**config.mk**
```make
export PLATFORM = sky130hd
export DESIGN_NAME = tmr_core
export DESIGN_NICKNAME = d
export VERILOG_FILES = /design/src/hdl/tmr_pkg.sv /design/src/hdl/tmr_presc.sv /design/src/hdl/tmr_edge.sv /design/src/hdl/tmr_core.sv
export VERILOG_INCLUDE_DIRS = /design/src /design/src/hdl
export SDC_FILE = /design/constraint.sdc
export NUM_CORES = 1
export LEC_CHECK = 0
export BUFFER_PORTS_ARGS = -buffer_cell sky130_fd_sc_hd__buf_2
export CAP_MARGIN = 10
export CORE_MARGIN = 2
export CORE_UTILIZATION = 40
export DETAILED_ROUTE_END_ITERATION = 8
export HOLD_SLACK_MARGIN = 0.12
export PLACE_DENSITY_LB_ADDON = 0.08
export SYNTH_ARGS = -nofsm -noshare
export SYNTH_HDL_FRONTEND = slang
export SYNTH_SLANG_ARGS = --single-unit
export TNS_END_PERCENT = 50
```
**constraint.sdc**
```tcl
create_clock -name CLK -period 3.75 [get_ports CLK]
set_clock_uncertainty 0.15 [all_clocks]
set_input_delay 0.5625 -clock CLK [delete_from_list [all_inputs] [get_ports CLK]]
set_output_delay 0.5625 -clock CLK [all_outputs]
set_load 0.02 [all_outputs]
```
**src/hdl/tmr_cfg.svh**
```systemverilog
`ifndef TMR_CFG_SVH
`define TMR_CFG_SVH
// Overview of operation
// Writing one resets the shared prescaler
// Reset bit self-clears; writing zero ignored
// Prescaler reset bit always reads zero
// Prescaler restart reaches both attached timers
// Counter, compares, capture 16 bits; controls 8
// Flags visible and each gated by mask
// No clock source: counter holds, inactive
// Tick from prescaler or external pin edges
// Compares checked against counter every cycle; code signals a match only on tick cycles
// Compare match sets its channel flag
// Capture edge copies counter, optional filter
// TOP fixed 0x00FF/0x01FF/0x03FF, compare A, capture
// Compare A as PWM TOP drives no output
// BOTTOM is 0x0000, MAX is 0xFFFF
// One shared 8-bit high byte holding register
// Low byte write loads full word
// Low byte read latches high byte
// Compare high byte reads bypass holding register
// Software writes high first, reads low first
// Force bits in A, mode bit3 in B
// CPU counter write beats clear or count
// Select zero stops; counter stays accessible
// Separate byte addresses; high write only holds
`define TMR_A_FLAG 6'h00
`define TMR_A_MASK 6'h01
`define TMR_A_SFIO 6'h02
`define TMR_A_CTLA 6'h03
`define TMR_A_CTLB 6'h04
`define TMR_A_CNTL 6'h05
`define TMR_A_CNTH 6'h06
`define TMR_A_CMPAL 6'h07
`define TMR_A_CMPAH 6'h08
`define TMR_A_CMPBL 6'h09
`define TMR_A_CMPBH 6'h0a
`define TMR_A_CAPL 6'h0b
`define TMR_A_CAPH 6'h0c
`define TMR_F_TOV 2
`define TMR_F_MB 3
`define TMR_F_MA 4
`define TMR_F_CAP 5
`define TMR_FLAG_BITS 8'h3c
`define TMR_B_PSR 0
`define TMR_A_FOCA 3
`define TMR_A_FOCB 2
`define TMR_A_FOC_BITS 8'h0c
`define TMR_B_NC 7
`define TMR_B_EDGE 6
`define TMR_B_WGM3 4
`define TMR_B_WGM2 3
`define TMR_B_CS 2:0
`define TMR_A_WGM 1:0
`define TMR_TOP8 16'h00ff
`define TMR_TOP9 16'h01ff
`define TMR_TOP10 16'h03ff
`define TMR_BOTTOM 16'h0000
`define TMR_MAX 16'hffff
`define TMR_TAP8 3
`define TMR_TAP64 6
`define TMR_TAP256 8
`define TMR_TAP1024 10
`endif

```
**src/hdl/tmr_pkg.sv**
```systemverilog
package tmr_pkg;
   typedef enum logic [2:0] {
      CS_STOP = 3'b000, CS_DIV1 = 3'b001, CS_DIV8 = 3'b010,
      CS_DIV64 = 3'b011, CS_DIV256 = 3'b100, CS_DIV1024 = 3'b101,
      CS_EXT_FALL = 3'b110, CS_EXT_RISE = 3'b111
   } tmr_clksel_t;
   typedef enum logic [1:0] {
      SL_NORMAL = 2'b00, SL_CTC = 2'b01, SL_FAST = 2'b10, SL_DUAL = 2'b11
   } tmr_slope_t;
   typedef enum logic [2:0] {
      TS_MAX = 3'b000, TS_8 = 3'b001, TS_9 = 3'b010,
      TS_10 = 3'b011, TS_CMPA = 3'b100, TS_CAP = 3'b101
   } tmr_topsel_t;
endpackage : tmr_pkg

```
**src/hdl/tmr_presc.sv**
```systemverilog
`timescale 1ns/1ns
module tmr_presc #(
   parameter int W = 10
) (
   input wire logic clk, // System clock
   input wire logic rstn, // Sync reset, active low
   input wire logic ce, // Clock enable
   input wire logic clr, // Restart the divider
   output logic [W-1:0] cnt // Free running count
);
   // Free running, unaffected by clock select
   always_ff @(posedge clk) begin
      if (!rstn) begin
         cnt <= '0;
      end else if (ce) begin
         if (clr) begin
            cnt <= '0;
         end else begin
            cnt <= cnt + 1'b1;
         end
      end
   end
endmodule : tmr_presc

```
**src/hdl/tmr_edge.sv**
```systemverilog
`timescale 1ns/1ns
module tmr_edge (
   input wire logic clk, // System clock
   input wire logic rstn, // Sync reset, active low
   input wire logic ce, // Clock enable
   input wire logic pin, // Asynchronous pin
   output logic lvl, // Synchronised level
   output logic rise, // Rising edge pulse
   output logic fall // Falling edge pulse
);
   logic s1_q, s2_q, s3_q;
   always_ff @(posedge clk) begin
      if (!rstn) begin
         s1_q <= 1'b0;
         s2_q <= 1'b0;
         s3_q <= 1'b0;
      end else if (ce) begin
         s1_q <= pin;
         s2_q <= s1_q;
         s3_q <= s2_q;
      end
   end
   assign lvl = s2_q;
   assign rise = s2_q & ~s3_q;
   assign fall = ~s2_q & s3_q;
endmodule : tmr_edge

```
**src/hdl/tmr_core.sv**
```systemverilog
`timescale 1ns/1ns
`include "tmr_cfg.svh"
module tmr_core import tmr_pkg::*; #(
   parameter int PW = 10,
   parameter int NCLEN = 4
) (
   input wire logic CLK, // System clock, 125 MHz
   input wire logic RSTN, // Sync reset, active low
   input wire logic CE, // Freezes all state when low
   input wire logic [5:0] IO_ADDR, // I/O register address
   input wire logic IO_WR, // Write strobe
   input wire logic IO_RD, // Read strobe
   input wire logic [7:0] IO_WDATA, // Write data
   input wire logic EXT_COUNT_PIN, // External count pin
   input wire logic CAPTURE_PIN, // Capture pin
   input wire logic ACMP_OUT, // Analog comparator output
   input wire logic CAPT_FROM_ACMP, // Capture source select
   output logic [7:0] IO_RDATA, // Read data, next cycle
   output logic IRQ, // Any unmasked flag
   output logic WAVE_OUT_A, // Waveform channel A
   output logic WAVE_OUT_B, // Waveform channel B
   output logic PRESC_CLR // Prescaler restart to other timer
);
   logic [7:0] temp_q, ctla_q, ctlb_q, flag_q, mask_q, rdata_q;
   logic [15:0] cnt_q, ocra_q, ocrb_q, ocra_buf_q, ocrb_buf_q, icr_q;
   logic down_q, psr_q, wa_q, wb_q, irq_q;
   logic [NCLEN-1:0] nc_q;
   logic filt_q, cprev_q;
   logic [PW-1:0] pcnt;
   logic wr, rd, tick, t_rise, t_fall, c_lvl_raw, c_lvl, cap_ev;
   logic at_top, at_bot, ev_tov, ev_ma, ev_mb, ev_cap, pwm;
   logic [3:0] wgm;
   logic [15:0] top_v;
   logic [7:0] flag_clr, flag_set, rd_v;
   tmr_clksel_t cs;
   tmr_slope_t slope;
   tmr_topsel_t topsel;

   function automatic tmr_slope_t slope_of(input logic [3:0] m);
      unique case (m)
         4'h0, 4'hd: return SL_NORMAL;
         4'h4, 4'hc: return SL_CTC;
         4'h5, 4'h6, 4'h7, 4'he, 4'hf: return SL_FAST;
         4'h1, 4'h2, 4'h3, 4'h8, 4'h9, 4'ha, 4'hb: return SL_DUAL;
      endcase
   endfunction : slope_of
   function automatic tmr_topsel_t top_of(input logic [3:0] m);
      unique case (m)
         4'h0, 4'hd: return TS_MAX;
         4'h1, 4'h5: return TS_8;
         4'h2, 4'h6: return TS_9;
         4'h3, 4'h7: return TS_10;
         4'h4, 4'h9, 4'hb, 4'hf: return TS_CMPA;
         4'h8, 4'ha, 4'hc, 4'he: return TS_CAP;
      endcase
   endfunction : top_of
   // Tap fires once per divide period
   function automatic logic tap_hit(input logic [PW-1:0] c, input int k);
      logic [PW-1:0] m;
      m = PW'((1 << k) - 1);
      return (c & m) == m;
   endfunction : tap_hit
   function automatic logic hit(input logic [5:0] a, input logic [5:0] r);
      return a == r;
   endfunction : hit
   assign wr = CE & IO_WR;
   assign rd = CE & IO_RD;
   assign wgm = {ctlb_q[`TMR_B_WGM3], ctlb_q[`TMR_B_WGM2], ctla_q[`TMR_A_WGM]};
   assign cs = tmr_clksel_t'(ctlb_q[`TMR_B_CS]);
   assign slope = slope_of(wgm);
   assign topsel = top_of(wgm);
   assign pwm = (slope == SL_FAST) || (slope == SL_DUAL);
   tmr_presc #(.W(PW)) u_presc (
      .clk(CLK),
      .rstn(RSTN),
      .ce(CE),
      .clr(psr_q),
      .cnt(pcnt)
   );
   tmr_edge u_tpin (
      .clk(CLK),
      .rstn(RSTN),
      .ce(CE),
      .pin(EXT_COUNT_PIN),
      .lvl(),
      .rise(t_rise),
      .fall(t_fall)
   );
   tmr_edge u_cpin (
      .clk(CLK),
      .rstn(RSTN),
      .ce(CE),
      .pin(CAPT_FROM_ACMP ? ACMP_OUT : CAPTURE_PIN),
      .lvl(c_lvl_raw),
      .rise(),
      .fall()
   );
   // Timer tick source
   always_comb begin
      unique case (cs)
         CS_STOP: tick = 1'b0;
         CS_DIV1: tick = 1'b1;
         CS_DIV8: tick = tap_hit(pcnt, `TMR_TAP8);
         CS_DIV64: tick = tap_hit(pcnt, `TMR_TAP64);
         CS_DIV256: tick = tap_hit(pcnt, `TMR_TAP256);
         CS_DIV1024: tick = tap_hit(pcnt, `TMR_TAP1024);
         CS_EXT_FALL: tick = t_fall;
         CS_EXT_RISE: tick = t_rise;
      endcase
   end
   always_comb begin
      case (topsel)
         TS_8: top_v = `TMR_TOP8;
         TS_9: top_v = `TMR_TOP9;
         TS_10: top_v = `TMR_TOP10;
         TS_CMPA: top_v = ocra_q;
         TS_CAP: top_v = icr_q;
         default: top_v = `TMR_MAX;
      endcase
   end

   assign at_top = cnt_q == top_v;
   assign at_bot = cnt_q == `TMR_BOTTOM;
   always_comb begin
      unique case (slope)
         SL_NORMAL, SL_CTC: ev_tov = tick & (cnt_q == `TMR_MAX);
         SL_FAST: ev_tov = tick & at_top;
         SL_DUAL: ev_tov = tick & at_bot & down_q;
      endcase
   end

   assign ev_ma = tick & (cnt_q == ocra_q);
   assign ev_mb = tick & (cnt_q == ocrb_q);
   // Counter; a CPU write overrides any tick
   always_ff @(posedge CLK) begin
      if (!RSTN) begin
         cnt_q <= `TMR_BOTTOM;
         down_q <= 1'b0;
      end else if (CE) begin
         if (wr && hit(IO_ADDR, `TMR_A_CNTL)) begin
            cnt_q <= {temp_q, IO_WDATA};
         end else if (tick) begin
            if (slope != SL_DUAL) begin
               down_q <= 1'b0;
               cnt_q <= at_top ? `TMR_BOTTOM : cnt_q + 16'h0001;
            end else if (!down_q) begin
               down_q <= at_top;
               cnt_q <= at_top ? cnt_q - 16'h0001 : cnt_q + 16'h0001;
            end else begin
               down_q <= !at_bot;
               cnt_q <= at_bot ? cnt_q + 16'h0001 : cnt_q - 16'h0001;
            end
         end
      end
   end

   // Shared high byte holding register
   always_ff @(posedge CLK) begin
      if (!RSTN) begin
         temp_q <= 8'h00;
      end else if (CE) begin
         if (wr && (hit(IO_ADDR, `TMR_A_CNTH) || hit(IO_ADDR, `TMR_A_CMPAH) ||
             hit(IO_ADDR, `TMR_A_CMPBH) || hit(IO_ADDR, `TMR_A_CAPH))) begin
            temp_q <= IO_WDATA;
         end else if (rd && hit(IO_ADDR, `TMR_A_CNTL)) begin
            temp_q <= cnt_q[15:8];
         end else if (rd && hit(IO_ADDR, `TMR_A_CAPL)) begin
            temp_q <= icr_q[15:8];
         end
      end
   end

   // Compare buffers: immediate outside PWM, else at period edge
   always_ff @(posedge CLK) begin
      if (!RSTN) begin
         ocra_buf_q <= `TMR_BOTTOM;
         ocrb_buf_q <= `TMR_BOTTOM;
         ocra_q <= `TMR_BOTTOM;
         ocrb_q <= `TMR_BOTTOM;
      end else if (CE) begin
         if (wr && hit(IO_ADDR, `TMR_A_CMPAL)) begin
            ocra_buf_q <= {temp_q, IO_WDATA};
         end
         if (wr && hit(IO_ADDR, `TMR_A_CMPBL)) begin
            ocrb_buf_q <= {temp_q, IO_WDATA};
         end
         if (!pwm || (tick && ((slope == SL_FAST) ? at_top : at_bot))) begin
            ocra_q <= ocra_buf_q;
            ocrb_q <= ocrb_buf_q;
         end
      end
   end

   // Capture input, optional four sample filter
   always_ff @(posedge CLK) begin
      if (!RSTN) begin
         nc_q <= '0;
         filt_q <= 1'b0;
         cprev_q <= 1'b0;
      end else if (CE) begin
         nc_q <= {nc_q[NCLEN-2:0], c_lvl_raw};
         if (&nc_q) begin
            filt_q <= 1'b1;
         end else if (~|nc_q) begin
            filt_q <= 1'b0;
         end
         cprev_q <= c_lvl;
      end
   end
   assign c_lvl = ctlb_q[`TMR_B_NC] ? filt_q : c_lvl_raw;
   assign cap_ev = ctlb_q[`TMR_B_EDGE] ? (c_lvl & ~cprev_q) : (~c_lvl & cprev_q);
   // Capture is off while the capture register serves as TOP
   assign ev_cap = (topsel == TS_CAP) ? (tick & at_top) : cap_ev;
   always_ff @(posedge CLK) begin
      if (!RSTN) begin
         icr_q <= `TMR_BOTTOM;
      end else if (CE) begin
         if (wr && hit(IO_ADDR, `TMR_A_CAPL)) begin
            icr_q <= {temp_q, IO_WDATA};
         end else if (cap_ev && topsel != TS_CAP) begin
            icr_q <= cnt_q;
         end
      end
   end

   // Flags: set beats a same-cycle write-one clear
   assign flag_clr = (wr && hit(IO_ADDR, `TMR_A_FLAG)) ? IO_WDATA : 8'h00;
   always_comb begin
      flag_set = 8'h00;
      flag_set[`TMR_F_TOV] = ev_tov;
      flag_set[`TMR_F_MA] = ev_ma;
      flag_set[`TMR_F_MB] = ev_mb;
      flag_set[`TMR_F_CAP] = ev_cap;
   end

   always_ff @(posedge CLK) begin
      if (!RSTN) begin
         flag_q <= 8'h00;
         mask_q <= 8'h00;
         irq_q <= 1'b0;
      end else if (CE) begin
         flag_q <= ((flag_q & ~flag_clr) | flag_set) & `TMR_FLAG_BITS;
         if (wr && hit(IO_ADDR, `TMR_A_MASK)) begin
            mask_q <= IO_WDATA & `TMR_FLAG_BITS;
         end
         irq_q <= |(flag_q & mask_q);
      end
   end

   // Control registers; force bits are strobes only
   always_ff @(posedge CLK) begin
      if (!RSTN) begin
         ctla_q <= 8'h00;
         ctlb_q <= 8'h00;
         psr_q <= 1'b0;
      end else if (CE) begin
         if (wr && hit(IO_ADDR, `TMR_A_CTLA)) begin
            ctla_q <= IO_WDATA & ~`TMR_A_FOC_BITS;
         end
         if (wr && hit(IO_ADDR, `TMR_A_CTLB)) begin
            ctlb_q <= IO_WDATA;
         end
         psr_q <= wr && hit(IO_ADDR, `TMR_A_SFIO) && IO_WDATA[`TMR_B_PSR];
      end
   end

   // Waveform outputs
   always_ff @(posedge CLK) begin
      if (!RSTN) begin
         wa_q <= 1'b0;
         wb_q <= 1'b0;
      end else if (CE) begin
         if (!pwm) begin
            if (ev_ma || (wr && hit(IO_ADDR, `TMR_A_CTLA) && IO_WDATA[`TMR_A_FOCA])) begin
               wa_q <= !wa_q;
            end
            if (ev_mb || (wr && hit(IO_ADDR, `TMR_A_CTLA) && IO_WDATA[`TMR_A_FOCB])) begin
               wb_q <= !wb_q;
            end
         end else begin
            if (topsel == TS_CMPA) begin
               wa_q <= 1'b0;
            end else if (ev_ma) begin
               wa_q <= (slope == SL_DUAL) && down_q;
            end else if (slope == SL_FAST && tick && at_top) begin
               wa_q <= 1'b1;
            end
            if (ev_mb) begin
               wb_q <= (slope == SL_DUAL) && down_q;
            end else if (slope == SL_FAST && tick && at_top) begin
               wb_q <= 1'b1;
            end
         end
      end
   end

   // Read path
   always_comb begin
      case (IO_ADDR)
         `TMR_A_FLAG: rd_v = flag_q;
         `TMR_A_MASK: rd_v = mask_q;
         `TMR_A_SFIO: rd_v = 8'h00;
         `TMR_A_CTLA: rd_v = ctla_q;
         `TMR_A_CTLB: rd_v = ctlb_q;
         `TMR_A_CNTL: rd_v = cnt_q[7:0];
         `TMR_A_CNTH: rd_v = temp_q;
         `TMR_A_CMPAL: rd_v = ocra_buf_q[7:0];
         `TMR_A_CMPAH: rd_v = ocra_buf_q[15:8];
         `TMR_A_CMPBL: rd_v = ocrb_buf_q[7:0];
         `TMR_A_CMPBH: rd_v = ocrb_buf_q[15:8];
         `TMR_A_CAPL: rd_v = icr_q[7:0];
         `TMR_A_CAPH: rd_v = temp_q;
         default: rd_v = 8'h00;
      endcase
   end

   always_ff @(posedge CLK) begin
      if (!RSTN) begin
         rdata_q <= 8'h00;
      end else if (CE) begin
         rdata_q <= rd ? rd_v : 8'h00;
      end
   end

   assign IO_RDATA = rdata_q;
   assign IRQ = irq_q;
   assign WAVE_OUT_A = wa_q;
   assign WAVE_OUT_B = wb_q;
   assign PRESC_CLR = psr_q;
endmodule : tmr_core

```
# ---- Word-level counts from Yosys, hierarchy flattened
# Memories as Yosys holds them, arrays and structs flattened.
# Index checks and enable logic that the tools add are counted.
dict set report word_totals {
  elab_cells 186
  input_bits 23
  regBits 160
  output_inout_bits 12
  memories 2
  rom_bits 80
}
dict set report classes {
  bitwise 21
  addsub 3
  reduce_logical 58
  n_mux 36
  eq_ne 40
}
# name depth width read_ports rd_clocked_by_memory_dff write_ports line_no
set mem_list {}
lappend mem_list {{(name not given)} 16 3 1 0 0 tmr_core.sv:48} ;# unique case (m)
lappend mem_list {{(name not given)} 16 2 1 0 0 tmr_core.sv:40} ;# unique case (m)
# cell count
set ops {}
lappend ops {{$mux 16} 9}
lappend ops {{$pmux 8 s11} 1}
lappend ops {{$pmux 16 s5} 1}
lappend ops {{$eq 16x16->1} 3}
lappend ops {{$mux 8} 4}
lappend ops {{$eq 6x4->1 const B} 5}
lappend ops {{$eq 6x3->1 const B} 4}
lappend ops {{$eq 3x3->1 const B} 7}
lappend ops {{$logic_and 1x1->1} 20}
lappend ops {{$reduce_and 2->1} 10}
lappend ops {{$mux 1} 17}
lappend ops {{$add 16x1->16 const B} 1}
lappend ops {{$eq 16x16->1 const B} 1}
lappend ops {{$logic_not 16->1} 1}
lappend ops {{$sub 16x1->16 const B} 1}
lappend ops {{$and 1x1->1} 12}
lappend ops {{$and 6x6->6} 2}
lappend ops {{$eq 3x2->1 const B} 4}
lappend ops {{$eq 6x2->1 const B} 2}
lappend ops {{$add 10x1->10 const B} 1}
lappend ops {{$eq 10x10->1 const B} 1}
lappend ops {{$mux 10} 1}
lappend ops {{$reduce_and 3->1} 3}
lappend ops {{$eq 8x8->1 const B} 1}
lappend ops {{other kinds (26)} 46}

# ---- Longest topological paths before layout
# Gate-level depths: netlist (run 1).
dict set report depth {
  word_depth 9
  depth_mapped 17
  mapped_depth_nobuf 13
}

# ---- Hierarchy
# A second synthesis (run 1) with hierarchy kept.
dict set report hier_totals {
  cells_unflattened 1222
  area_unflattened_um2 9392.8
}
# module seq_area_each_um2 cells_per_inst instances area_per_inst_um2
set by_module_without_submodules {}
lappend by_module_without_submodules {tmr_core 2902.8 1149 1 8688.3}
lappend by_module_without_submodules {tmr_presc 200.2 51 1 461.7}
lappend by_module_without_submodules {tmr_edge 60.1 11 2 121.4}

# ---- Worst setup path after synthesis (run 1)
# OpenSTA, ideal clock, no wires.
dict set report synth_path {
  path_type {register to register}
  start {register ctla_q[1]}
  end {register ocrb_q[2]}
  required_ns 3.472
  n_path_buf 3
  synth_period_minus_slack_ns 3.639
  path_stages_with_launch 17
  path_slack_ns 0.111
  setup_ns 0.128
  arrival_ns 3.361
  path_cell_list {dfxtp_1 -> buf_2 -> or2_2 -> inv_1 -> ha_1 -> nor2_2 -> buf_2 -> o31a_1 -> or4_1 -> a21oi_1 -> o22ai_1 -> a211o_1 -> o31a_1 -> nor2_4 -> buf_6 -> mux2i_1 -> nor2_1}
}
dict set report synth_between {
  elab_chain_len 8
  word_cells_on_any_way 17
  classes_between {eq/ne: 8; mux: 2; reduce/logical: 5; memory: 2}
}
# item line_no
set synth_rtl {}
lappend synth_rtl {{start, declared} tmr_core.sv:24} ;# logic [7:0] temp_q, ctla_q, ctlb_q, flag_q, mask_q, rdata_q;
lappend synth_rtl {{start signal, assigned} tmr_core.sv:258} ;# ctla_q <= IO_WDATA & ~`TMR_A_FOC_BITS;
lappend synth_rtl {{$mem_v2 16x3} -}
lappend synth_rtl {{$eq 3x3->1 (tied with other cells)} tmr_core.sv:112} ;# case (topsel)
lappend synth_rtl {{$pmux 16 s5} tmr_core.sv:112}
lappend synth_rtl {{$eq 16x16->1} tmr_core.sv:122} ;# assign at_top = cnt_q == top_v;
lappend synth_rtl {{$mux 1} tmr_core.sv:187} ;# if (!pwm || (tick && ((slope == SL_FAST) ? at_top : at_bot))) begin
lappend synth_rtl {{$logic_and 1x1->1} tmr_core.sv:187}
lappend synth_rtl {{$logic_or 1x1->1 *} tmr_core.sv:187}
lappend synth_rtl {{$reduce_and 2->1 (no source line) *} -}
lappend synth_rtl {{end signal, assigned} tmr_core.sv:179} ;# ocrb_q <= `TMR_BOTTOM;
lappend synth_rtl {{end signal, assigned} tmr_core.sv:189} ;# ocrb_q <= ocrb_buf_q;
lappend synth_rtl {{end, declared} tmr_core.sv:25} ;# logic [15:0] cnt_q, ocra_q, ocrb_q, ocra_buf_q, ocrb_buf_q, icr_q;
# Mark *: on every way between the ends. The rest lies on a longest branch, timed or not.
# A chain may end at the register's enable or synchronous reset.

# ---- Worst setup path in the final report (run 1)
dict set report layout_path {
  start {register ctla_q[0]}
  end {register ocra_q[14]}
}
dict set report layout_between {
  elab_chain_len 8
  word_cells_on_any_way 17
  classes_between {eq/ne: 8; mux: 2; reduce/logical: 5; memory: 2}
}
# item line_no
set layout_rtl {}
lappend layout_rtl {{$mem_v2 16x3} -}
lappend layout_rtl {{$eq 3x3->1 (tied with other cells)} tmr_core.sv:112}
lappend layout_rtl {{$pmux 16 s5} tmr_core.sv:112}
lappend layout_rtl {{$eq 16x16->1} tmr_core.sv:122}
lappend layout_rtl {{$mux 1} tmr_core.sv:187}
lappend layout_rtl {{$logic_and 1x1->1} tmr_core.sv:187}
lappend layout_rtl {{$logic_or 1x1->1 *} tmr_core.sv:187}
lappend layout_rtl {{$reduce_and 2->1 (no source line) *} -}
lappend layout_rtl {{end signal, assigned} tmr_core.sv:178} ;# ocra_q <= `TMR_BOTTOM;
lappend layout_rtl {{end signal, assigned} tmr_core.sv:188} ;# ocra_q <= ocra_buf_q;
lappend layout_rtl {{end, declared} tmr_core.sv:25}
# Marked as above.

==> run metrics, run 1 <==
outcome=finished, final reports clean; Ant. Diodes=0; vias=9336; final worst-path cycle share=0.9742; DRT Wirelength=35860 µm; CP Max Fanout=16; starting density of the core=0.4069; VDD IR-drop max=295.5 µV; Inst Count DP=1482; FP Rows=55; reg2reg start=ctla_q[0]; PD cells=352.3 mW/mm²; hold_sp=EXT_COUNT_PIN; Via-to-Cell Ratio=6.146; Clk Latency, worst-skew pair=0.44 ns; EDFF count, synth=0; Fmax achieved=273.7 MHz; synthesis-to-finish area growth=15.87%; final std cells w/o fill=1519; Main synth FF type=dfxtp_1; top layer in use=met4; FF+latch count, synth=160; Congestion Overflow GR=0; clk slew on worst S/H paths=0.07 ns; Max Buffers Root-to-Sink=2; max-cap viol count=0; die area=0.02419 mm²; number of H-tree levels=4; final hold vios=0; post-layout min period=3.653 ns; Slew Limit Fails=0; final setup fails=0; IO Count=35; CTS tree=yes; Synth Net Count=1223; leakage power=3.976 nW; Root Buffer=clkbuf_16; Met3 Wirelength=3356 µm; all-layer global routing usage=0.2926; Total Nets Final=1252; number of global-route vias before repair=8358; startpoint types=register; largest net degree at the start of global routing=111; flop2flop setup slack=0.1 ns; crit path DAT=3.81 ns; crit path launch=ctla_q[0]; die height=155.5 µm; core box area=0.02257 mm²; DRC=0; synthesis warning total=0; total CTS buffers=17; gpl congestion=0.9212; Power Total=0.003749 W; crit path kind=register to register; Hold Crit Depth=3; register area share after synthesis=0.3488; initial antenna violation count=0; Synth async-reset ratio=0; dpl hpwl=24580 µm; WHS Endpoint=u_tpin.s1_q; unrepaired setup endpoints after global routing=true; Req. time, crit path=3.91 ns; cell count after synthesis=1192; DR WL/cell=23.61 µm; Worst slew margin=0.4307; worst-margin pin slew=0.8532 ns; met1 WL=15590 µm; Crit. End Element=register; drt pass-1 iters=7; Die X=155.5 µm; worst r2r dst=ocra_q[14]; layout filler cell count=2253; Clock Sinks=160; Synth Cell Area=0.009184 mm²; Initial DRC Count=1060; worst hold path class=input port to register; port bufs=34; Mean Syn Cell Area=7.705 µm²; worst reg2reg path depth=14; post-synth cell types=71; share of cells above drive strength 1=0.1361; post-route ant nets=0; WL met2=15710 µm; first-pass GRT wire length=53300 µm
-- logic make-up (layout without fill, tap and decap cells) --
| logic type | Yosys count | count (layout) | synth area share |
|---|---|---|---|
| buffers and inverters | 109 | 151 | 0.04918 |
| multiplexers | 68 | 68 | 0.07425 |
| AND/OR/NAND/NOR | 491 | 491 | 0.2481 |
| flip-flops | 160 | 160 | 0.3488 |
| AO/OA/AOI/OAI | 307 | 307 | 0.2221 |
| XOR/XNOR | 49 | 49 | 0.04673 |
| adder cells (fa/ha/maj) | 8 | 8 | 0.01090 |
-- Yosys cell counts (5+ instances only) --
cell / count / area, µm²
or3_1: 7 / 43.79
nand3_1: 34 / 170.2
xor2_1: 26 / 227.7
a211o_1: 5 / 43.79
a221oi_1: 21 / 183.9
a22o_1: 8 / 70.07
nor2b_1: 13 / 81.33
a31o_2: 5 / 43.79
o21ai_0: 39 / 195.2
and3_1: 12 / 75.07
and2_1: 6 / 37.54
buf_1: 7 / 26.28
nand2_1: 176 / 660.6
nor4_1: 13 / 81.33
o21a_1: 7 / 52.55
xnor2_1: 23 / 201.4
dfxtp_1: 160 / 3203
nand2b_1: 11 / 68.82
a21oi_1: 104 / 520.5
o41ai_1: 6 / 52.55
buf_2: 9 / 45.04
inv_1: 17 / 63.81
clkbuf_1: 70 / 262.8
o22ai_1: 7 / 43.79
nand4_1: 16 / 100.1
a211oi_1: 25 / 187.7
o211ai_1: 7 / 52.55
nor3_1: 20 / 100.1
a31oi_1: 21 / 131.4
nor2_1: 148 / 555.5
mux2i_1: 67 / 670.6
a22oi_1: 12 / 90.09
a311oi_1: 5 / 43.79
ha_1: 8 / 100.1
a222oi_1: 5 / 50.05
-- worst max path at each step --
stage	endpoint	cells past startpoint
final	ocra_q[14]	14
after global routing	ocra_q[14]	14
after CTS	cnt_q[12]	15
after detailed placement	cnt_q[9]	15
after global placement	cnt_q[9]	15
after floorplan	ocrb_q[2]	16
-- cell usage in the layout (no fill, tap or decap), types with 5 or more instances in the layout --
| cell | n |
|---|---|
| nand2_1 | 175 |
| dfxtp_1 | 159 |
| nor2_1 | 147 |
| a21oi_1 | 102 |
| mux2i_1 | 67 |
| buf_4 | 59 |
| o21ai_0 | 39 |
| nand3_1 | 34 |
| buf_2 | 34 |
| xor2_1 | 26 |
| a211oi_1 | 24 |
| xnor2_1 | 23 |
| a221oi_1 | 21 |
| a31oi_1 | 20 |
| clkbuf_16 | 20 |
| nor3_1 | 19 |
| nand4_1 | 16 |
| inv_1 | 15 |
| nor4_1 | 13 |
| and3_1 | 12 |
| nor2b_1 | 12 |
| a22oi_1 | 12 |
| nand2b_1 | 11 |
| a22o_1 | 8 |
| or3_1 | 7 |
| o21a_1 | 7 |
| o22ai_1 | 7 |
| o211ai_1 | 7 |
| and2_1 | 6 |
| ha_1 | 6 |
| a31o_2 | 5 |
| a222oi_1 | 5 |
| a311oi_1 | 5 |
| a211o_1 | 5 |
| inv_8 | 5 |
-- metal layers --
layer  GRT usage  vias up
met5           0        -
met4     0.09873        0
met3     0.07242       74
met2      0.4366      466
met1      0.4120     4437
li1            -     4359
-- stage by stage --
stage | cell area, µm² | TNS, ns | utilization | hold WS (ns) | worst slack (ns)
final | 10640 | 0 | 0.4715 | 0.2165 | 0.09690
after detailed placement | 9841 | 0 | 0.4360 | 0.3014 | 0.01881
after floorplan | 9184 | 0 | - | 0.2857 | 0.1111
after CTS | 10460 | 0 | 0.4632 | 0.2091 | 0.06156
after global placement | 9841 | 0 | 0.4360 | 0.2983 | 0.04546
after global routing | 10640 | -0.1144 | 0.4715 | 0.2194 | -0.02173
-- registers in the layout, indices dropped and copies added, names as in the netlist, 6 cells and up --
signal / count
IO_RDATA: 8
cnt_q: 16
ctla_q: 6
ctlb_q: 8
icr_q: 16
ocra_buf_q: 16
ocra_q: 16
ocrb_buf_q: 16
ocrb_q: 16
temp_q: 8
u_presc.cnt: 10
-- power breakdown --
part / internal [W] / switching [W] / total, W
registers: 0.00171 / 0.0000128 / 0.00172
clock network: 0.000897 / 0.000883 / 0.00178
logic: 0.0000792 / 0.000170 / 0.000249
total: 0.00268 / 0.00107 / 0.00375
-- timing repair --
| action | 4_1_cts | 5_1_grt |
|---|---|---|
| gates cloned | 0 | 3 |
| pin swaps | 0 | 7 |
| gates resized for setup | 4 | 24 |
| setup buffers | 0 | 2 |
| endpoints found under the setup margin | 6 | 53 |
| hold buffers | 0 | 0 |
| endpoints found under the hold margin | 0 | 0 |
-- layout make-up --
type / count / area, µm² / area share
multi-input cells: 923 / 5635 / 0.5296
flip-flops and latches: 160 / 3204 / 0.3011
repair buffers: 102 / 785.8 / 0.07384
clock buffers: 17 / 425.4 / 0.03998
well taps: 285 / 356.6 / 0.03351
clock inverters: 15 / 167.7 / 0.01576
inverters: 17 / 66.31 / 0.006232
-- worst max-delay path, cell delays in order (launching register included) --
cell and delay (ns):
dfxtp_2 0.36, inv_1 0.08, ha_4 0.32, buf_8 0.14
nand2_2 0.08, o41ai_4 0.37, or4b_4 0.50, a21oi_2 0.14
o22ai_1 0.09, a211o_1 0.25, o31a_1 0.27, nor2_4 0.24
clkbuf_16 0.27, mux2i_1 0.20, nor2_1 0.05
(Power assumes the default switching activity.)
==> inputs of run 2 (changes only) <==
==> constraint.sdc (replaced) <==
create_clock -name CLK -period 3.5 [get_ports CLK]
set_clock_uncertainty 0.15 [all_clocks]
set_input_delay 0.525 -clock CLK [delete_from_list [all_inputs] [get_ports CLK]]
set_output_delay 0.525 -clock CLK [all_outputs]
set_load 0.02 [all_outputs]
==> run metrics, run 2 (synthesis results as in run 1) <==
outcome=finished with violations; violated checks=setup timing; largest net degree at the start of global routing=81 (-27%); Ant. Diodes=0 (unchanged); P_sw=0.001104 W (+3.6%); final hold vios=0 (unchanged); Initial DRC Count=1031 (-2.7%); commonest non-fill, non-tap cell in the layout=nand2_1; Die X=155.5 µm (unchanged); share of cells above drive strength 1=0.1672 (+0.03105); all-layer global routing usage=0.2918 (-0.0007518); vias=9295 (-0.44%); die height=155.5 µm (unchanged); CP Max Fanout=12 (-4); number of global-route vias before repair=8429 (+0.85%); leakage power=4.155 nW (+4.5%); Congestion Overflow GR=0 (unchanged); unrepaired setup endpoints after global routing=true; synthesis-to-finish area growth=19.39%; first-pass GRT wire length=53200 µm (-0.18%); switching portion of total power=0.2762 (-0.007949); initial antenna violation count=0 (unchanged); worst-margin pin slew=0.8983 ns (+0.04518 ns); total CTS buffers=17 (unchanged); hold_sp=EXT_COUNT_PIN; Sequential Power Share=0.461 (+0.002); die area=0.02419 mm² (unchanged); IO Count=35 (unchanged); DP Worst Slack=-0.2101 ns (-0.2289 ns); Req. time, crit path=3.64 ns (-0.27 ns); startpoint types=register; Max Buffers Root-to-Sink=2 (unchanged); Fmax achieved=282.5 MHz (+3.2%); WL met2=15820 µm (+0.68%); Root Buffer=clkbuf_16; Met3 Wirelength=2762 µm (-18%); Worst slew margin=0.4011 (-0.02954); number of H-tree levels=4 (unchanged); max-cap viol count=0 (unchanged); Inst Count DP=1503 (+1.4%); final core occ=0.4858 (+0.01430); VDD IR-drop max=283.6 µV (-4.0%); DRT Wirelength=35420 µm (-1.2%); starting density of the core=0.4069 (unchanged); Via-to-Cell Ratio=5.985 (-2.6%); drt pass-1 iters=5 (-2); crit path launch=ctla_q[1]; clk slew on worst S/H paths=0.07 ns (about the same); final std cells w/o fill=1553 (+2.2%); CP max stage delay=0.51 ns (about the same); top layer in use=met4; post-route ant nets=0 (unchanged); crit path kind=register to register; crit path DAT=3.67 ns (-0.14 ns); Clk Latency, worst-skew pair=0.43 ns (about the same); dpl hpwl=24960 µm (+1.6%); port bufs=34 (unchanged); DR WL/cell=22.81 µm (-3.4%); Clock Sinks=160 (unchanged); P_int=0.002893 W (+7.8%); Crit. End Element=register; PD cells=364.5 mW/mm² (+3.5%); final setup fails=17 (+17); Final WS setup=-0.03962 ns (-0.1365 ns); reg2reg start=ctla_q[1]; Clock power frac=0.471 (-0.004); core box area=0.02257 mm² (unchanged); final worst-path cycle share=1.011 (+0.03716); Hold Slack=0.1930 ns (-0.02355 ns); Slew Limit Fails=0 (unchanged); met1 WL=15660 µm (+0.48%); most frequent cells in the layout=175 x nand2_1, 157 x dfxtp_1, 146 x nor2_1; gpl congestion=0.9381 (+1.8%); CTS tree=yes; cell family with most CP delay=compound AO/OA/AOI/OAI gates; CP cell instances=or2_4 -> inv_2 -> ha_4 -> nor2_4 -> o31a_1 -> or4_4 -> a21oi_2 -> o22ai_1 -> a211o_1 -> o31a_1 -> nor2_4 -> buf_12 -> buf_16 -> mux2i_1 -> nor2_1; worst hold path class=input port to register; WP buf/inv=3 (unchanged); Total Nets Final=1286 (+2.7%); combinational power share=0.068 (about the same); crit path max-delay cell type=or4_4; post-layout min period=3.540 ns (-0.1135 ns); FP Rows=55 (unchanged); DRC=0 (unchanged)
[run 2: changes by cell type in the layout (fill, tap and decap cells not counted), moves of 3 or more]
| cell | previous run | this run |
|---|---|---|
| inv_6 | 2 | 6 |
| buf_4 | 59 | 89 |
| clkbuf_16 | 20 | 17 |
| buf_6 | 2 | 5 |
| clkinv_8 | 4 | 1 |
[run 2: path summary, 6_finish.rpt]
kind / end / slack [ns] / cells past startpoint
setup / recovery: ocra_q[12] / -0.04 / 15
hold reg to reg: ctla_q[6] / 0.31 / 2
hold / removal: u_tpin.s1_q / 0.19 / 3
setup reg to reg: ocra_q[12] / -0.04 / 15
[run 2: worst min-delay path, delay by kind of cell]
family / cells / cell delay, ns
and+or+nand+nor: 1 / 0.08
muxes: 1 / 0.06
buffers and inverters: 1 / 0.07
[run 2: routing by layer]
metal	vias up	global-route usage
met5	-	0
met4	0	0.1048
met3	64	0.06100
met2	342	0.4515
met1	4457	0.4022
li1	4432	-
[run 2: repair_timing]
item | in CTS | in global routing
endpoints found under the hold margin | 0 | 0
endpoints found under the setup margin | 52 | 52
hold buffers | 0 | 0
setup buffers | 7 | 8
pin swaps | 12 | 27
resized for setup | 13 | 34
gates cloned | 3 | 0
[run 2: layout make-up]
cell class,count,area (µm²)
Fill cell,2297,11610
Multi-Input combinational cell,924,5713
Sequential cell,160,3207
Timing Repair Buffer,135,1045
Clock buffer,18,439.2
Tap cell,285,356.6
Clock inverter,14,137.6
Inverter,17,66.31
[run 2: per-stage QoR]
step           area, µm²  total power, W  TNS, ns
6_report           10960        0.003997  -0.1403
5_1_grt            10960        0.004119   -2.989
4_1_cts            10760        0.004020        0
3_5_place_dp       10020        0.002138   -7.777
3_3_place_gp       10020        0.002137   -4.347
2_1_floorplan       9218        0.002041        0
[run 2: power groups by stage]
stage | Sequential [W] | Combinational, W | Clock (W)
after global routing | 0.00184 | 0.000289 | 0.00199
after CTS | 0.00184 | 0.000266 | 0.00191
after global placement | 0.00189 | 0.000251 | 0
after detailed placement | 0.00189 | 0.000252 | 0
final | 0.00184 | 0.000271 | 0.00188
after floorplan | 0.00188 | 0.000160 | 0
